## config.mk

```make
export PLATFORM = sky130hd
export DESIGN_NAME = tmw_waveform_timer
export DESIGN_NICKNAME = d
export VERILOG_FILES = /design/src/verilog/tmw_pkg.sv /design/src/verilog/tmw_waveform_timer.sv
export SDC_FILE = /design/constraint.sdc
export NUM_CORES = 1
export LEC_CHECK = 0
export BUFFER_PORTS_ARGS = -buffer_cell sky130_fd_sc_hd__buf_4
export CAP_MARGIN = 20
export CORE_MARGIN = 10
export CORE_UTILIZATION = 54
export DETAILED_ROUTE_END_ITERATION = 10
export PLACE_DENSITY = 0.85
export SYNTH_ARGS = -nofsm -noshare
export SYNTH_HDL_FRONTEND = slang
export SYNTH_SLANG_ARGS = --single-unit
export TNS_END_PERCENT = 10
```

## constraint.sdc

```tcl
create_clock -name clk -period 4.4 [get_ports clk]
set_clock_uncertainty 0.15 [all_clocks]
set_input_delay 0.44 -clock clk [delete_from_list [all_inputs] [get_ports clk]]
set_output_delay 0.44 -clock clk [all_outputs]
set_load 0.1 [all_outputs]
```

## src/verilog/tmw_pkg.sv

```systemverilog
// constants for the timer waveform mode and compare output block
package tmw_pkg;
    // register byte offsets
    localparam logic [7:0] TMW_OFS_CTRL_A = 8'h00;
    localparam logic [7:0] TMW_OFS_CTRL_B = 8'h04;
    localparam logic [7:0] TMW_OFS_COUNT = 8'h08;
    localparam logic [7:0] TMW_OFS_CMP_A = 8'h0C;
    localparam logic [7:0] TMW_OFS_CMP_B = 8'h10;
    localparam logic [7:0] TMW_OFS_CAPTURE = 8'h14;
    localparam logic [7:0] TMW_OFS_IRQ_STATUS = 8'h18;
    localparam logic [7:0] TMW_OFS_IRQ_MASK = 8'h1C;
    localparam logic [7:0] TMW_OFS_PIN_CTRL = 8'h20;
    // write masks and reset values
    localparam logic [7:0] TMW_CTRL_A_WMASK = 8'hF3;
    localparam logic [7:0] TMW_CTRL_B_WMASK = 8'hDF;
    localparam logic [7:0] TMW_CTRL_RESET = 8'h00;
    localparam logic [15:0] TMW_WORD_RESET = 16'h0000;
    // field positions
    localparam int TMW_WGM_HI_POS = 3;
    localparam int TMW_COM_A_POS = 6;
    localparam int TMW_COM_B_POS = 4;
    // status bits
    localparam int TMW_ST_OVF = 0;
    localparam int TMW_ST_CMP_A = 1;
    localparam int TMW_ST_CMP_B = 2;
    localparam int TMW_ST_CAPT = 3;
    // count limits
    localparam logic [15:0] TMW_BOTTOM = 16'h0000;
    localparam logic [15:0] TMW_MAX = 16'hFFFF;
    localparam logic [15:0] TMW_TOP_8 = 16'h00FF;
    localparam logic [15:0] TMW_TOP_9 = 16'h01FF;
    localparam logic [15:0] TMW_TOP_10 = 16'h03FF;
    // waveform kinds
    typedef enum logic [1:0] {TMW_NONPWM, TMW_FAST, TMW_PHASE, TMW_PFC} tmw_kind_t;
endpackage

```

## src/verilog/tmw_waveform_timer.sv

```systemverilog
// 16-bit timer waveform mode decode, counter and compare outputs with apb registers
// Functional notes
// - all logic on clk; timer_tick only enables counting, match and overflow flags and compare loads
// - phase and frequency correct modes load compare values at bottom
// - bottom overflow uses same tick timing as top overflow
// - nonzero output mode field hands the pin to the compare output
// - pin driver enabled only when its direction bit selects output
// - non-pwm: 00 off, 01 toggle, 10 clear, 11 set on match
// - fast pwm 01 toggles a only in modes 14, 15
// - fast pwm 10 clear on match set at top, 11 reverse
// - fast pwm match at top ignored when mode msb set
// - dual slope 01 toggles a only in modes 8 to 11
// - dual slope 10 clear up-match set down-match, 11 reverse
// - four-bit waveform mode from control a low and control b bits
// - modes 0, 4, 12: top ffff, compare a, capture; immediate; max overflow
// - fast modes 5-7 fixed tops, 14, 15 capture, compare a
// - phase correct 1-3 fixed tops, 10, 11 variable; overflow at bottom
// - modes 8, 9 top capture or compare a; update and overflow at bottom
// - dual slope counts up to top, steps to top-1 on the next tick, counts down
// - capture pin ignored while capture register is top
`timescale 1ns/100ps
`default_nettype none
module tmw_waveform_timer
    import tmw_pkg::*;
(
    input wire logic clk,
    input wire logic reset,
    input wire logic psel,
    input wire logic penable,
    input wire logic pwrite,
    input wire logic [7:0] paddr,
    input wire logic [31:0] pwdata,
    output logic [31:0] prdata,
    output logic pready,
    output logic pslverr,
    input wire logic timer_tick,
    input wire logic capture_input_pin,
    output logic pin_a_out,
    output logic pin_a_oe,
    output logic pin_b_out,
    output logic pin_b_oe,
    output logic irq
);
    typedef struct packed {
        logic [7:0] ctrl_a;
        logic [7:0] ctrl_b;
        logic [15:0] cnt;
        logic down;
        logic [15:0] ocr_a;
        logic [15:0] ocr_b;
        logic [15:0] buf_a;
        logic [15:0] buf_b;
        logic [15:0] icr;
        logic cap_q;
        logic oc_a;
        logic oc_b;
        logic [3:0] status;
        logic [3:0] mask;
        logic [3:0] pin_ctrl;
        logic [31:0] rdata;
        logic ready;
        logic slverr;
        logic irq;
        logic pa_out;
        logic pa_oe;
        logic pb_out;
        logic pb_oe;
    } tmw_state_t;

    tmw_state_t st_r;
    tmw_state_t st_nxt;

    // kind of waveform for a mode, reserved mode as normal
    function automatic tmw_kind_t mode_kind(input logic [3:0] m);
        unique case (m)
            4'd1, 4'd2, 4'd3, 4'd10, 4'd11: mode_kind = TMW_PHASE;
            4'd5, 4'd6, 4'd7, 4'd14, 4'd15: mode_kind = TMW_FAST;
            4'd8, 4'd9: mode_kind = TMW_PFC;
            default: mode_kind = TMW_NONPWM;
        endcase
    endfunction

    // top value for a mode
    function automatic logic [15:0] mode_top(input logic [3:0] m, input logic [15:0] oa, input logic [15:0] ic);
        unique case (m)
            4'd1, 4'd5: mode_top = TMW_TOP_8;
            4'd2, 4'd6: mode_top = TMW_TOP_9;
            4'd3, 4'd7: mode_top = TMW_TOP_10;
            4'd4, 4'd9, 4'd11, 4'd15: mode_top = oa;
            4'd8, 4'd10, 4'd12, 4'd14: mode_top = ic;
            default: mode_top = TMW_MAX;
        endcase
    endfunction

    // pin output for a channel: override picks the compare output
    function automatic logic [1:0] pin_drive(input logic [1:0] com, input logic oc, input logic dir,
                                             input logic val);
        pin_drive = {(|com) ? oc : val, dir};
    endfunction

    logic [3:0] wgm;
    tmw_kind_t kind;
    logic [15:0] top;
    logic [1:0] com_a;
    logic [1:0] com_b;
    logic at_top;
    logic at_bot;
    logic match_a;
    logic match_b;
    logic toggle_ok;
    logic upd;
    logic ovf;
    logic icr_top;
    logic wr;
    logic rd;
    logic hit;
    logic [1:0] pa;
    logic [1:0] pb;

    // mode decode
    always_comb begin
        wgm = {st_r.ctrl_b[TMW_WGM_HI_POS+1:TMW_WGM_HI_POS], st_r.ctrl_a[1:0]};
        kind = mode_kind(wgm);
        top = mode_top(wgm, st_r.ocr_a, st_r.icr);
        com_a = st_r.ctrl_a[TMW_COM_A_POS+1:TMW_COM_A_POS];
        com_b = st_r.ctrl_a[TMW_COM_B_POS+1:TMW_COM_B_POS];
        at_top = st_r.cnt == top;
        at_bot = st_r.cnt == TMW_BOTTOM;
        icr_top = wgm == 4'd8 || wgm == 4'd10 || wgm == 4'd12 || wgm == 4'd14;
        toggle_ok = (kind == TMW_FAST && wgm[3:1] == 3'b111) || (kind != TMW_FAST && wgm[3:2] == 2'b10);
        // update and overflow points, all qualified by the tick
        unique case (kind)
            TMW_NONPWM: begin
                upd = 1'b0;
                ovf = timer_tick && st_r.cnt == TMW_MAX;
            end
            TMW_FAST: begin
                upd = timer_tick && at_top;
                ovf = timer_tick && at_top;
            end
            TMW_PHASE: begin
                upd = timer_tick && at_top;
                ovf = timer_tick && at_bot;
            end
            TMW_PFC: begin
                upd = timer_tick && at_bot;
                ovf = timer_tick && at_bot;
            end
        endcase
        match_a = timer_tick && st_r.cnt == st_r.ocr_a && !(kind == TMW_FAST && at_top && com_a[1]);
        match_b = timer_tick && st_r.cnt == st_r.ocr_b && !(kind == TMW_FAST && at_top && com_b[1]);
        wr = psel && penable && pwrite && st_r.ready;
        rd = psel && penable && !pwrite && st_r.ready;
        hit = paddr <= TMW_OFS_PIN_CTRL && paddr[1:0] == 2'b00;
    end

    // next state
    always_comb begin
        st_nxt = st_r;
        // counter sequence on the tick only
        if (timer_tick) begin
            if (kind == TMW_PHASE || kind == TMW_PFC) begin
                if (!st_r.down && at_top) begin
                    st_nxt.down = 1'b1;
                    st_nxt.cnt = st_r.cnt - 16'h0001;
                end else if (st_r.down && at_bot) begin
                    st_nxt.down = 1'b0;
                    st_nxt.cnt = st_r.cnt + 16'h0001;
                end else begin
                    st_nxt.cnt = st_r.down ? st_r.cnt - 16'h0001 : st_r.cnt + 16'h0001;
                end
            end else begin
                st_nxt.down = 1'b0;
                st_nxt.cnt = (at_top && wgm != 4'd0) ? TMW_BOTTOM : st_r.cnt + 16'h0001;
            end
        end
        // buffered compare values reach the comparators at the update point
        if (upd) begin
            st_nxt.ocr_a = st_r.buf_a;
            st_nxt.ocr_b = st_r.buf_b;
        end
        // channel a output
        if (kind == TMW_NONPWM) begin
            if (match_a) begin
                unique case (com_a)
                    2'b01: st_nxt.oc_a = !st_r.oc_a;
                    2'b10: st_nxt.oc_a = 1'b0;
                    2'b11: st_nxt.oc_a = 1'b1;
                    default: st_nxt.oc_a = st_r.oc_a;
                endcase
            end
        end else if (kind == TMW_FAST) begin
            if (match_a && com_a == 2'b01 && toggle_ok) begin
                st_nxt.oc_a = !st_r.oc_a;
            end else if (match_a && com_a[1]) begin
                st_nxt.oc_a = com_a[0];
            end else if (timer_tick && at_top && com_a[1]) begin
                st_nxt.oc_a = !com_a[0];
            end
        end else if (match_a) begin
            if (com_a == 2'b01 && toggle_ok) begin
                st_nxt.oc_a = !st_r.oc_a;
            end else if (com_a[1]) begin
                st_nxt.oc_a = com_a[0] ^ st_r.down;
            end
        end
        // channel b output, no toggle outside non-pwm modes
        if (kind == TMW_NONPWM) begin
            if (match_b) begin
                unique case (com_b)
                    2'b01: st_nxt.oc_b = !st_r.oc_b;
                    2'b10: st_nxt.oc_b = 1'b0;
                    2'b11: st_nxt.oc_b = 1'b1;
                    default: st_nxt.oc_b = st_r.oc_b;
                endcase
            end
        end else if (kind == TMW_FAST) begin
            if (match_b && com_b[1]) begin
                st_nxt.oc_b = com_b[0];
            end else if (timer_tick && at_top && com_b[1]) begin
                st_nxt.oc_b = !com_b[0];
            end
        end else if (match_b && com_b[1]) begin
            st_nxt.oc_b = com_b[0] ^ st_r.down;
        end
        // input capture on a rising pin edge
        st_nxt.cap_q = capture_input_pin;
        if (capture_input_pin && !st_r.cap_q && !icr_top) begin
            st_nxt.icr = st_r.cnt;
        end
        // apb handshake: ready one cycle after access starts
        st_nxt.ready = psel && penable && !st_r.ready;
        st_nxt.slverr = psel && penable && !st_r.ready && !hit;
        st_nxt.rdata = 32'h0000_0000;
        if (psel && penable && !st_r.ready && !pwrite) begin
            unique case (paddr)
                TMW_OFS_CTRL_A: st_nxt.rdata[7:0] = st_r.ctrl_a;
                TMW_OFS_CTRL_B: st_nxt.rdata[7:0] = st_r.ctrl_b;
                TMW_OFS_COUNT: st_nxt.rdata[15:0] = st_r.cnt;
                TMW_OFS_CMP_A: st_nxt.rdata[15:0] = st_r.buf_a;
                TMW_OFS_CMP_B: st_nxt.rdata[15:0] = st_r.buf_b;
                TMW_OFS_CAPTURE: st_nxt.rdata[15:0] = st_r.icr;
                TMW_OFS_IRQ_STATUS: st_nxt.rdata[3:0] = st_r.status;
                TMW_OFS_IRQ_MASK: st_nxt.rdata[3:0] = st_r.mask;
                TMW_OFS_PIN_CTRL: st_nxt.rdata[3:0] = st_r.pin_ctrl;
                default: st_nxt.rdata = 32'h0000_0000;
            endcase
        end
        // register writes
        if (wr) begin
            unique case (paddr)
                TMW_OFS_CTRL_A: st_nxt.ctrl_a = pwdata[7:0] & TMW_CTRL_A_WMASK;
                TMW_OFS_CTRL_B: st_nxt.ctrl_b = pwdata[7:0] & TMW_CTRL_B_WMASK;
                TMW_OFS_COUNT: st_nxt.cnt = pwdata[15:0];
                TMW_OFS_CMP_A: st_nxt.buf_a = pwdata[15:0];
                TMW_OFS_CMP_B: st_nxt.buf_b = pwdata[15:0];
                TMW_OFS_CAPTURE: st_nxt.icr = pwdata[15:0];
                TMW_OFS_IRQ_MASK: st_nxt.mask = pwdata[3:0];
                TMW_OFS_PIN_CTRL: st_nxt.pin_ctrl = pwdata[3:0];
                default: st_nxt.mask = st_r.mask;
            endcase
        end
        // immediate modes pass written compare values straight through
        if (kind == TMW_NONPWM) begin
            st_nxt.ocr_a = st_nxt.buf_a;
            st_nxt.ocr_b = st_nxt.buf_b;
        end
        // sticky status, read clears, a new event wins
        st_nxt.status = ((rd && paddr == TMW_OFS_IRQ_STATUS) ? 4'h0 : st_r.status)
            | {capture_input_pin && !st_r.cap_q && !icr_top, match_b, match_a, ovf};
        st_nxt.irq = |(st_nxt.status & st_nxt.mask);
        // pin drivers: pin_ctrl is {value b, value a, dir b, dir a}
        pa = pin_drive(com_a, st_nxt.oc_a, st_nxt.pin_ctrl[0], st_nxt.pin_ctrl[2]);
        pb = pin_drive(com_b, st_nxt.oc_b, st_nxt.pin_ctrl[1], st_nxt.pin_ctrl[3]);
        st_nxt.pa_out = pa[1];
        st_nxt.pa_oe = pa[0];
        st_nxt.pb_out = pb[1];
        st_nxt.pb_oe = pb[0];
    end

    // state register
    always_ff @(posedge clk) begin
        if (reset) begin
            st_r <= '0;
        end else begin
            st_r <= st_nxt;
        end
    end

    assign prdata = st_r.rdata;
    assign pready = st_r.ready;
    assign pslverr = st_r.slverr;
    assign pin_a_out = st_r.pa_out;
    assign pin_a_oe = st_r.pa_oe;
    assign pin_b_out = st_r.pb_out;
    assign pin_b_oe = st_r.pb_oe;
    assign irq = st_r.irq;
endmodule // tmw_waveform_timer
`default_nettype wire
```

Word-level counts from Yosys, hierarchy flattened
Memory sizes are Yosys's and may differ from the RTL's. Index checks and enable logic that the tools add are counted.

Register bits after elaboration: 164. Latch bits: 0. Memory bits (writable): 0. Memory bits (read-only): 32. Input bits: 47. Output and inout bits: 39. Word-level logic and storage cells: 188. Memories: 1.

Memories: (no name shown) (words 16, bits a word 2, rd ports 1, clocked after memory_dff 0, write ports 0, RTL line tmw_waveform_timer.sv:75) `unique case (m)`.

Add/sub/neg operators: 2. Multiply operators: 0. Div/mod/pow operators: 0. Magnitude comparators: 1. Equality and inequality tests: 39. Shift operators: 0. Muxes and demuxes: 45. Bitwise operators: 5. Reductions and logical operators: 71.

Operator list (number): $mux W16 (9); $pmux W16 S5 (1); $mux W32 (2); $mux W17 (3); $eq A16 B16 Y1 (3); $mux W48 (1); $pmux W4 S9 (1); $logic_and A1 B1 Y1 (34); $eq A8 B5 Y1 const B (4); $pmux W8 S4 (1); $eq A4 B4 Y1 const B (7); $pmux W4 S6 (1); $mux W1 (18); $add A16 B1 Y16 const B (1); $eq A16 B16 Y1 const B (1); $eq A4 B3 Y1 const B (4); $eq A8 B4 Y1 const B (2); $logic_not A16 Y1 (1); $reduce_or A2 Y1 (8); $sub A16 B1 Y16 const B (1); $eq A2 B2 Y1 const B (7); $logic_not A1 Y1 (12); $mux W4 (3); $pmux W1 S3 (4); 21 further kinds (34).

Logic depth before layout (Yosys ltp)
Gate-level depths: netlist (run 1).

Depth after elaboration: 14. Depth in mapped cells: 14. Mapped depth without buffers: 12.

Worst setup path before layout (run 1)
No wires, ideal clock.

Path kind: register -> register. Start point: reg st_r[159] (netlist bit). End point: reg st_r[138] (netlist bit). Library setup time: 0.058 ns. Arrival time: 2.870 ns. Data required time: 4.192 ns. Setup slack: 1.322 ns. Cell stages (with the launch flop): 14. Path buffers: 3. Clock period less this slack: 3.078 ns. Cell sequence: dfxtp_1 -> buf_2 -> nor4_2 -> a211o_1 -> a21oi_2 -> xnor2_1 -> nor4_4 -> nand4_1 -> buf_4 -> o21ai_4 -> buf_6 -> mux2i_1 -> mux2_1 -> nand2_1.

Cells in the longest elaborated chain, start to end: 10. Elaborated cells on any way between the ends: 34. Those cells by class: eq/ne (17); mux (7); reduce/logical (9); memory (1).

Ends and longest elaborated chain: from (decl) (RTL line tmw_waveform_timer.sv:70) `tmw_state_t st_r;`; from (signal assigned) (RTL line tmw_waveform_timer.sv:286) `st_r <= st_nxt;`; $eq A4 B4 Y1, or another cell as far along (RTL line tmw_waveform_timer.sv:85) `unique case (m)`; $reduce_or A4 Y1 or $reduce_or A2 Y1 (tied branches) (RTL line tmw_waveform_timer.sv:85); $pmux W16 S5 (RTL line tmw_waveform_timer.sv:85); $eq A16 B16 Y1 (RTL line tmw_waveform_timer.sv:127) `at_top = st_r.cnt == top;`; $logic_and A1 B1 Y1, on equally long branches (RTL line tmw_waveform_timer.sv:174, tmw_waveform_timer.sv:163); $mux W16 or $mux W17 (tied branches) (RTL line tmw_waveform_timer.sv:174, tmw_waveform_timer.sv:163); $mux W17 (*) (RTL line tmw_waveform_timer.sv:162) `if (kind == TMW_PHASE || kind == TMW_PFC) begin`; $mux W17 (*) (RTL line tmw_waveform_timer.sv:161) `if (timer_tick) begin`; $mux W16 (RTL line tmw_waveform_timer.sv:251) `unique case (paddr)`; $mux W16 (*) (RTL line tmw_waveform_timer.sv:250) `if (wr) begin`.

Mark *: on every way between the ends. The rest lies on a longest branch, timed or not. A chain may end at the register's enable or synchronous reset.

Worst setup path in the final report (run 1)
Start point: reg st_r[159] (netlist bit). End point: reg st_r[111] (netlist bit).

Cells in the longest elaborated chain, start to end: 7. Elaborated cells on any way between the ends: 31. Those cells by class: eq/ne (18); mux (3); reduce/logical (9); memory (1).

Ends and longest elaborated chain: $eq A4 B4 Y1, or another cell as far along (RTL line tmw_waveform_timer.sv:85); $reduce_or A4 Y1 or $reduce_or A2 Y1 (tied branches) (RTL line tmw_waveform_timer.sv:85); $pmux W16 S5 (RTL line tmw_waveform_timer.sv:85); $eq A16 B16 Y1 (RTL line tmw_waveform_timer.sv:127); $logic_and A1 B1 Y1 (RTL line tmw_waveform_timer.sv:138, tmw_waveform_timer.sv:142); $pmux W1 S3 (RTL line tmw_waveform_timer.sv:132) `unique case (kind)`; $reduce_bool A2 Y1 (no source line).

Parallel ways exist; a longest one is shown, timed or not.

==> flow_metrics.tcl, run 1 <==
set metrics [dict create \
    outcome "finished, final reports clean" \
    total_power_uw 2940 \
    antenna_found_initial 1 \
    cp_num_buf_inv 1 \
    firstDrtPassIters 6 \
    grt_max_degree 65 \
    num-fill-cells 1396 \
    report.final.slew_viol_count 0 \
    grt_pass1_vias 8357 \
    dpl-instance-area_sq_um 9200 \
    wl_per_cell_microns 21.0 \
    postLayoutCoreUtil 0.611 \
    netlist_area_sq_um 8900 \
    hold_class "input port to register" \
    worst_setup_path_end_kind "register" \
    grt_usage 0.253 \
    setup_violations 0 \
    rows 46 \
    stdcell_area_sq_um 9770 \
    maxCapViolCount 0 \
    final_nets 1200 \
    drc 0 \
    cts.clk_slew.worst_paths_ns 0.06 \
    synth.distinct_cells 79 \
    portBuffers 53 \
    grt_pass1_wl_microns 44600 \
    crit_type "register to register" \
    worst_path_largest_cell_delay_ns 0.75 \
    drive_gt1_frac 0.117 \
    syn_area_per_cell_sq_um 7.69 \
    overflow 0 \
    initial_core_util 0.556 \
    dpl.hpwl_microns 20200 \
    cts_hold_buffers 0 \
    cp.arrival_ns 4.26 \
    synth-async-reset-ratio 0 \
    synth_ff_type "dfxtp_1" \
    num_vias 9082 \
    die_h_microns 148 \
    fp.dieW_microns 148 \
    fp.coreArea_sq_um 16000 \
    worst_path_dominant_cell_family "simple AND/OR/NAND/NOR gates" \
    synth_enable_flop_cells 0 \
    synth_area_leaders "dfxtp_1 (33%), nand2_1 (6.1%), nor2_1 (5.5%), a21oi_1 (4.8%), mux2i_1 (4.6%)" \
    wl_microns 28800 \
    ctsResizeCount 0 \
    crit_cells 11 \
    start_kind "register" \
    cts_setup_buffers 0 \
    fmax_mhz 244 \
    worstMarginPinSlew_ns 0.965 \
    io_pins 86 \
    fin_crit_sh 0.930 \
    required_ns 4.57 \
    hold_viol 0 \
    rsz0062_at_grt "no" \
    path_cells "nor2_1 > mux2i_1 > nor2_1 > mux2i_1 > nor4_1 > nand4_1 > buf_4 > o22ai_1 > a21o_1 > nand2_2 > o221a_1" \
    clock-sinks 146 \
    power.density_nw_per_um2 301 \
    critPathMaxFanout 20 \
    vias_per_cell 6.61 \
    maxSlewHeadroom 0.338 \
    r2r_cells 11 \
    yosysSeqAreaShare 0.328 \
    ff_latch_area_sq_um 2920 \
    ys_seq_elements 146 \
    antenna_cells 0 \
    synth_top_area_frac 0.328 \
    cts_buffers 17 \
    leakagePower_uw 0.00378 \
    synth_top_area_cell "dfxtp_1" \
    place.gp.congestion 0.999 \
    insertion_delay_ns 0.44 \
    final_antenna_net_count 0 \
    multi_input_area_sq_um 5300 \
    cts_root_buf "clkbuf_16" \
    critPathSlowestCell "dfxtp_1" \
    setup_tns_ns 0 \
    syn_inst 1158 \
    timing.final.crit_period_ns 4.09 \
    cts_max_level 4 \
    dieArea_sq_um 22000 \
    clockBufferDepth 2 \
    irDropWorstVdd_mv 0.267 \
    detail_route.iter0.violations 1620 \
    cts_tree "yes" \
    hold_path_depth 2 \
    areaGrowthSynthToFinish_pct 9.77 \
    ys_warn_count 0 \
]
[flip-flops by register name, indices dropped and copies added (netlist names)]
name	cells
pready	1
pin_b_out	1
prdata	16
pin_a_out	1
st_r	121
irq	1
com_a	2
pslverr	1
com_b	2
[Yosys cell counts, drive strengths merged (12+ instances only)]
| cell type | instances |
|---|---|
| clkbuf | 72 |
| nor3 | 45 |
| xor2 | 27 |
| a211oi | 24 |
| xnor2 | 13 |
| or3 | 15 |
| dfxtp | 146 |
| nand4 | 15 |
| a21oi | 86 |
| a222oi | 12 |
| buf | 55 |
| nor2 | 131 |
| a22oi | 15 |
| mux2i | 41 |
| inv | 32 |
| nand2 | 147 |
| nor4 | 14 |
| nand3 | 47 |
| o221a | 33 |
| o21ai | 41 |
| a31oi | 12 |
[area by class of cell]
cell class | count | share of cell area
inverters | 32 | 0.0123
clock inverters | 13 | 0.0105
clock buffers | 18 | 0.0449
multi-input cells | 868 | 0.542
flip-flops and latches | 146 | 0.299
repair buffers | 80 | 0.0635
well taps | 216 | 0.0277
[path summary, 6_finish.rpt]
| path | slack (ns) | endpoint | start |
|---|---|---|---|
| min | 0.14 | st_r[53] | capture_input_pin |
| max reg2reg | 0.31 | st_r[111] | st_r[159] |
| max | 0.31 | st_r[111] | st_r[159] |
| min reg2reg | 0.31 | st_r[158] | st_r[158] |
[cells in the final DEF (no fill, tap or decap), types with 16 or more instances in the layout]
cell type  Yosys  layout
dfxtp_1      146     146
nand2_1      145     145
nor2_1       131     131
a21oi_1       85      85
buf_4         34      79
nand3_1       47      47
nor3_1        44      42
mux2i_1       41      41
o221a_1       32      32
inv_1         31      31
o21ai_0       29      29
xor2_1        27      27
a211oi_1      23      23
clkbuf_16      0      17
conb_1         1      16
[metal layers]
layer  routed length (microns)  up-vias  share of wire  global-route usage
li1                          -     4114              -                   -
met4                      1330        0          0.046               0.136
met5                         0        -              0                   0
met3                      3480      124           0.12              0.0601
met1                     11300     4174           0.39               0.330
met2                     12600      670           0.44               0.376
[through the flow]
stage          setup slack (ns)  hold slack, ns  std cells
2_1_floorplan              1.32           0.286       1173
3_3_place_gp              0.568           0.292       1341
6_report                  0.310           0.137       1373
5_1_grt                  0.0935           0.142       1373
4_1_cts                   0.488           0.128       1372
3_5_place_dp              0.532           0.299       1341
[where the power goes]
group          internal (uW)  total [uW]  switching (uW)
clock network            743        1370             626
logic                   56.8         235             178
registers               1330        1340            10.4
total                   2130        2940             815
[cells by family after synthesis]
family | count (synthesis) | share of synthesized area
compound gates | 286 | 0.229
fa+ha+maj | 8 | 0.0112
simple gates | 473 | 0.256
xor+xnor | 40 | 0.0393
mux | 45 | 0.0512
flops | 146 | 0.328
buf+inv | 159 | 0.0854
other cells | 1 | 0.000421
No activity file was read; power rests on OpenSTA's default activity.
==> inputs of run 2 (changes only) <==
--- a/config.mk
+++ b/config.mk
@@ -11,7 +11,7 @@
 export CORE_UTILIZATION = 54
 export DETAILED_ROUTE_END_ITERATION = 10
 export PLACE_DENSITY = 0.85
+export SETUP_SLACK_MARGIN = 0.4
 export SYNTH_ARGS = -nofsm -noshare
 export SYNTH_HDL_FRONTEND = slang
 export SYNTH_SLANG_ARGS = --single-unit
-export TNS_END_PERCENT = 10
==> flow_metrics.tcl, run 2 (synthesized netlist as in run 1, its figures left out) <==
set metrics [dict create \
    rsz0062_at_grt "no" \
    cts_max_level 4 \
    cts_tree "yes" \
    rows 46 \
    r2r_cells 11 \
    firstDrtPassIters 6 \
    cp-endpoint "st_r[111]" \
    cts_hold_buffers 0 \
    timing.final.crit_period_ns 3.77 \
    hold_class "input port to register" \
    grt_max_degree 65 \
    dpl.hpwl_microns 20200 \
    multi_input_area_sq_um 5310 \
    wl_per_cell_microns 21.1 \
    p_switching_uw 816 \
    dpl-instance-area_sq_um 9200 \
    p_sw_frac 0.277 \
    required_ns 4.57 \
    reg2reg_from "st_r[160]" \
    fp.dieW_microns 148 \
    insertion_delay_ns 0.44 \
    portBuffers 53 \
    initial_core_util 0.556 \
    final_antenna_net_count 0 \
    wl_microns 28900 \
    num_vias 9161 \
    dieArea_sq_um 22000 \
    r2r_end "st_r[111]" \
    grt_usage 0.253 \
    cts_buffers 17 \
    detail_route.iter0.violations 1634 \
    outcome "finished, final reports clean" \
    ctsResizeCount 0 \
    final_cell_mix "nand2_1 (145), dfxtp_1 (144), nor2_1 (131)" \
    drive_gt1_frac 0.119 \
    cp.arrival_ns 3.93 \
    drc 0 \
    crit_type "register to register" \
    areaGrowthSynthToFinish_pct 9.94 \
    fmax_mhz 266 \
    final_common_cell "nand2_1" \
    internal_power_uw 2130 \
    maxCapViolCount 0 \
    ff2ff_setup_slack_ns 0.63 \
    leakagePower_uw 0.00377 \
    fp.coreArea_sq_um 16000 \
    hold_viol 0 \
    worstMarginPinSlew_ns 0.776 \
    irDropWorstVdd_mv 0.266 \
    hold_ws_ns 0.135 \
    clockBufferDepth 2 \
    setup_violations 0 \
    power.density_nw_per_um2 301 \
    report.final.slew_viol_count 0 \
    io_pins 86 \
    num-fill-cells 1395 \
    critPathMaxFanout 16 \
    antenna_found_initial 1 \
    pwr-share-comb 0.080 \
    largest_register_ffs 121 \
    crit_start "st_r[160]" \
    grt_pass1_vias 8357 \
    die_h_microns 148 \
    p_clk_frac 0.465 \
    cts_root_buf "clkbuf_16" \
    cts_setup_buffers 0 \
    vias_per_cell 6.67 \
    maxSlewHeadroom 0.479 \
    pwr-share-seq 0.455 \
    overflow 0 \
    stdcell_area_sq_um 9790 \
    antenna_cells 0 \
    fin_crit_sh 0.856 \
    start_kind "register" \
    largest_register "st_r" \
    grt_pass1_wl_microns 44600 \
    cts.clk_slew.worst_paths_ns 0.06 \
    final_nets 1200 \
    clock-sinks 146 \
    place.gp.congestion 0.999 \
    worst_setup_path_end_kind "register" \
    ff_latch_area_sq_um 2930 \
    setup_tns_ns 0 \
]
## run 2: cell counts in the layout (fill, tap and decap cells not counted)
Identical to the previous run, type by type.
## run 2: power by group through the flow
stage               clock network (uW)  logic (uW)  registers (uW)
finish                            1370         236            1340
global route                      1430         247            1340
CTS                               1380         229            1340
detailed placement                   0         227            1370
global placement                     0         225            1370
floorplan                            0         169            1370
## run 2: final cells by class
cell class / count / share of cell area
Clock buffer: 18 / 0.0449
Inverter: 32 / 0.0123
Sequential cell: 146 / 0.299
Multi-Input combinational cell: 868 / 0.543
Tap cell: 216 / 0.0276
Clock inverter: 13 / 0.0105
Timing Repair Buffer: 80 / 0.0634
## run 2: through the flow
step           total power, uW  utilization  setup WS (ns)  std cells
2_1_floorplan             1530            -           1.32       1173
3_3_place_gp              1590        0.575          0.568       1341
3_5_place_dp              1590        0.575          0.532       1341
4_1_cts                   2940        0.609          0.488       1372
5_1_grt                   3010        0.612          0.500       1373
6_report                  2940        0.612          0.634       1373
## run 2: worst min-delay path by stage
stage | start | slack, ns | to | cells after the start
3_3_place_gp | st_r[153] | 0.29 | st_r[153] | 2
3_5_place_dp | st_r[157] | 0.30 | st_r[157] | 2
4_1_cts | capture_input_pin | 0.13 | st_r[53] | 2
2_1_floorplan | st_r[151] | 0.29 | st_r[151] | 2
6_report | capture_input_pin | 0.14 | st_r[53] | 2
5_1_grt | capture_input_pin | 0.14 | st_r[53] | 2
## run 2: layer usage
| metal | up-vias | GRT usage | share of wire |
|---|---|---|---|
| met3 | 142 | 0.0601 | 0.13 |
| met2 | 690 | 0.376 | 0.43 |
| li1 | 4118 | - | - |
| met1 | 4211 | 0.330 | 0.39 |
| met5 | - | 0 | 0 |
| met4 | 0 | 0.136 | 0.053 |
## run 2: worst max-delay path, cell delays in order (launching register included)
cell,delay [ns]
dfxtp_1,0.45
nor4_2,0.61
a211o_1,0.18
a21oi_2,0.04
xnor2_1,0.18
nor4_4,0.58
nand4_1,0.15
buf_4,0.23
o22ai_1,0.16
a21o_1,0.28
nand2_2,0.28
o221a_1,0.35
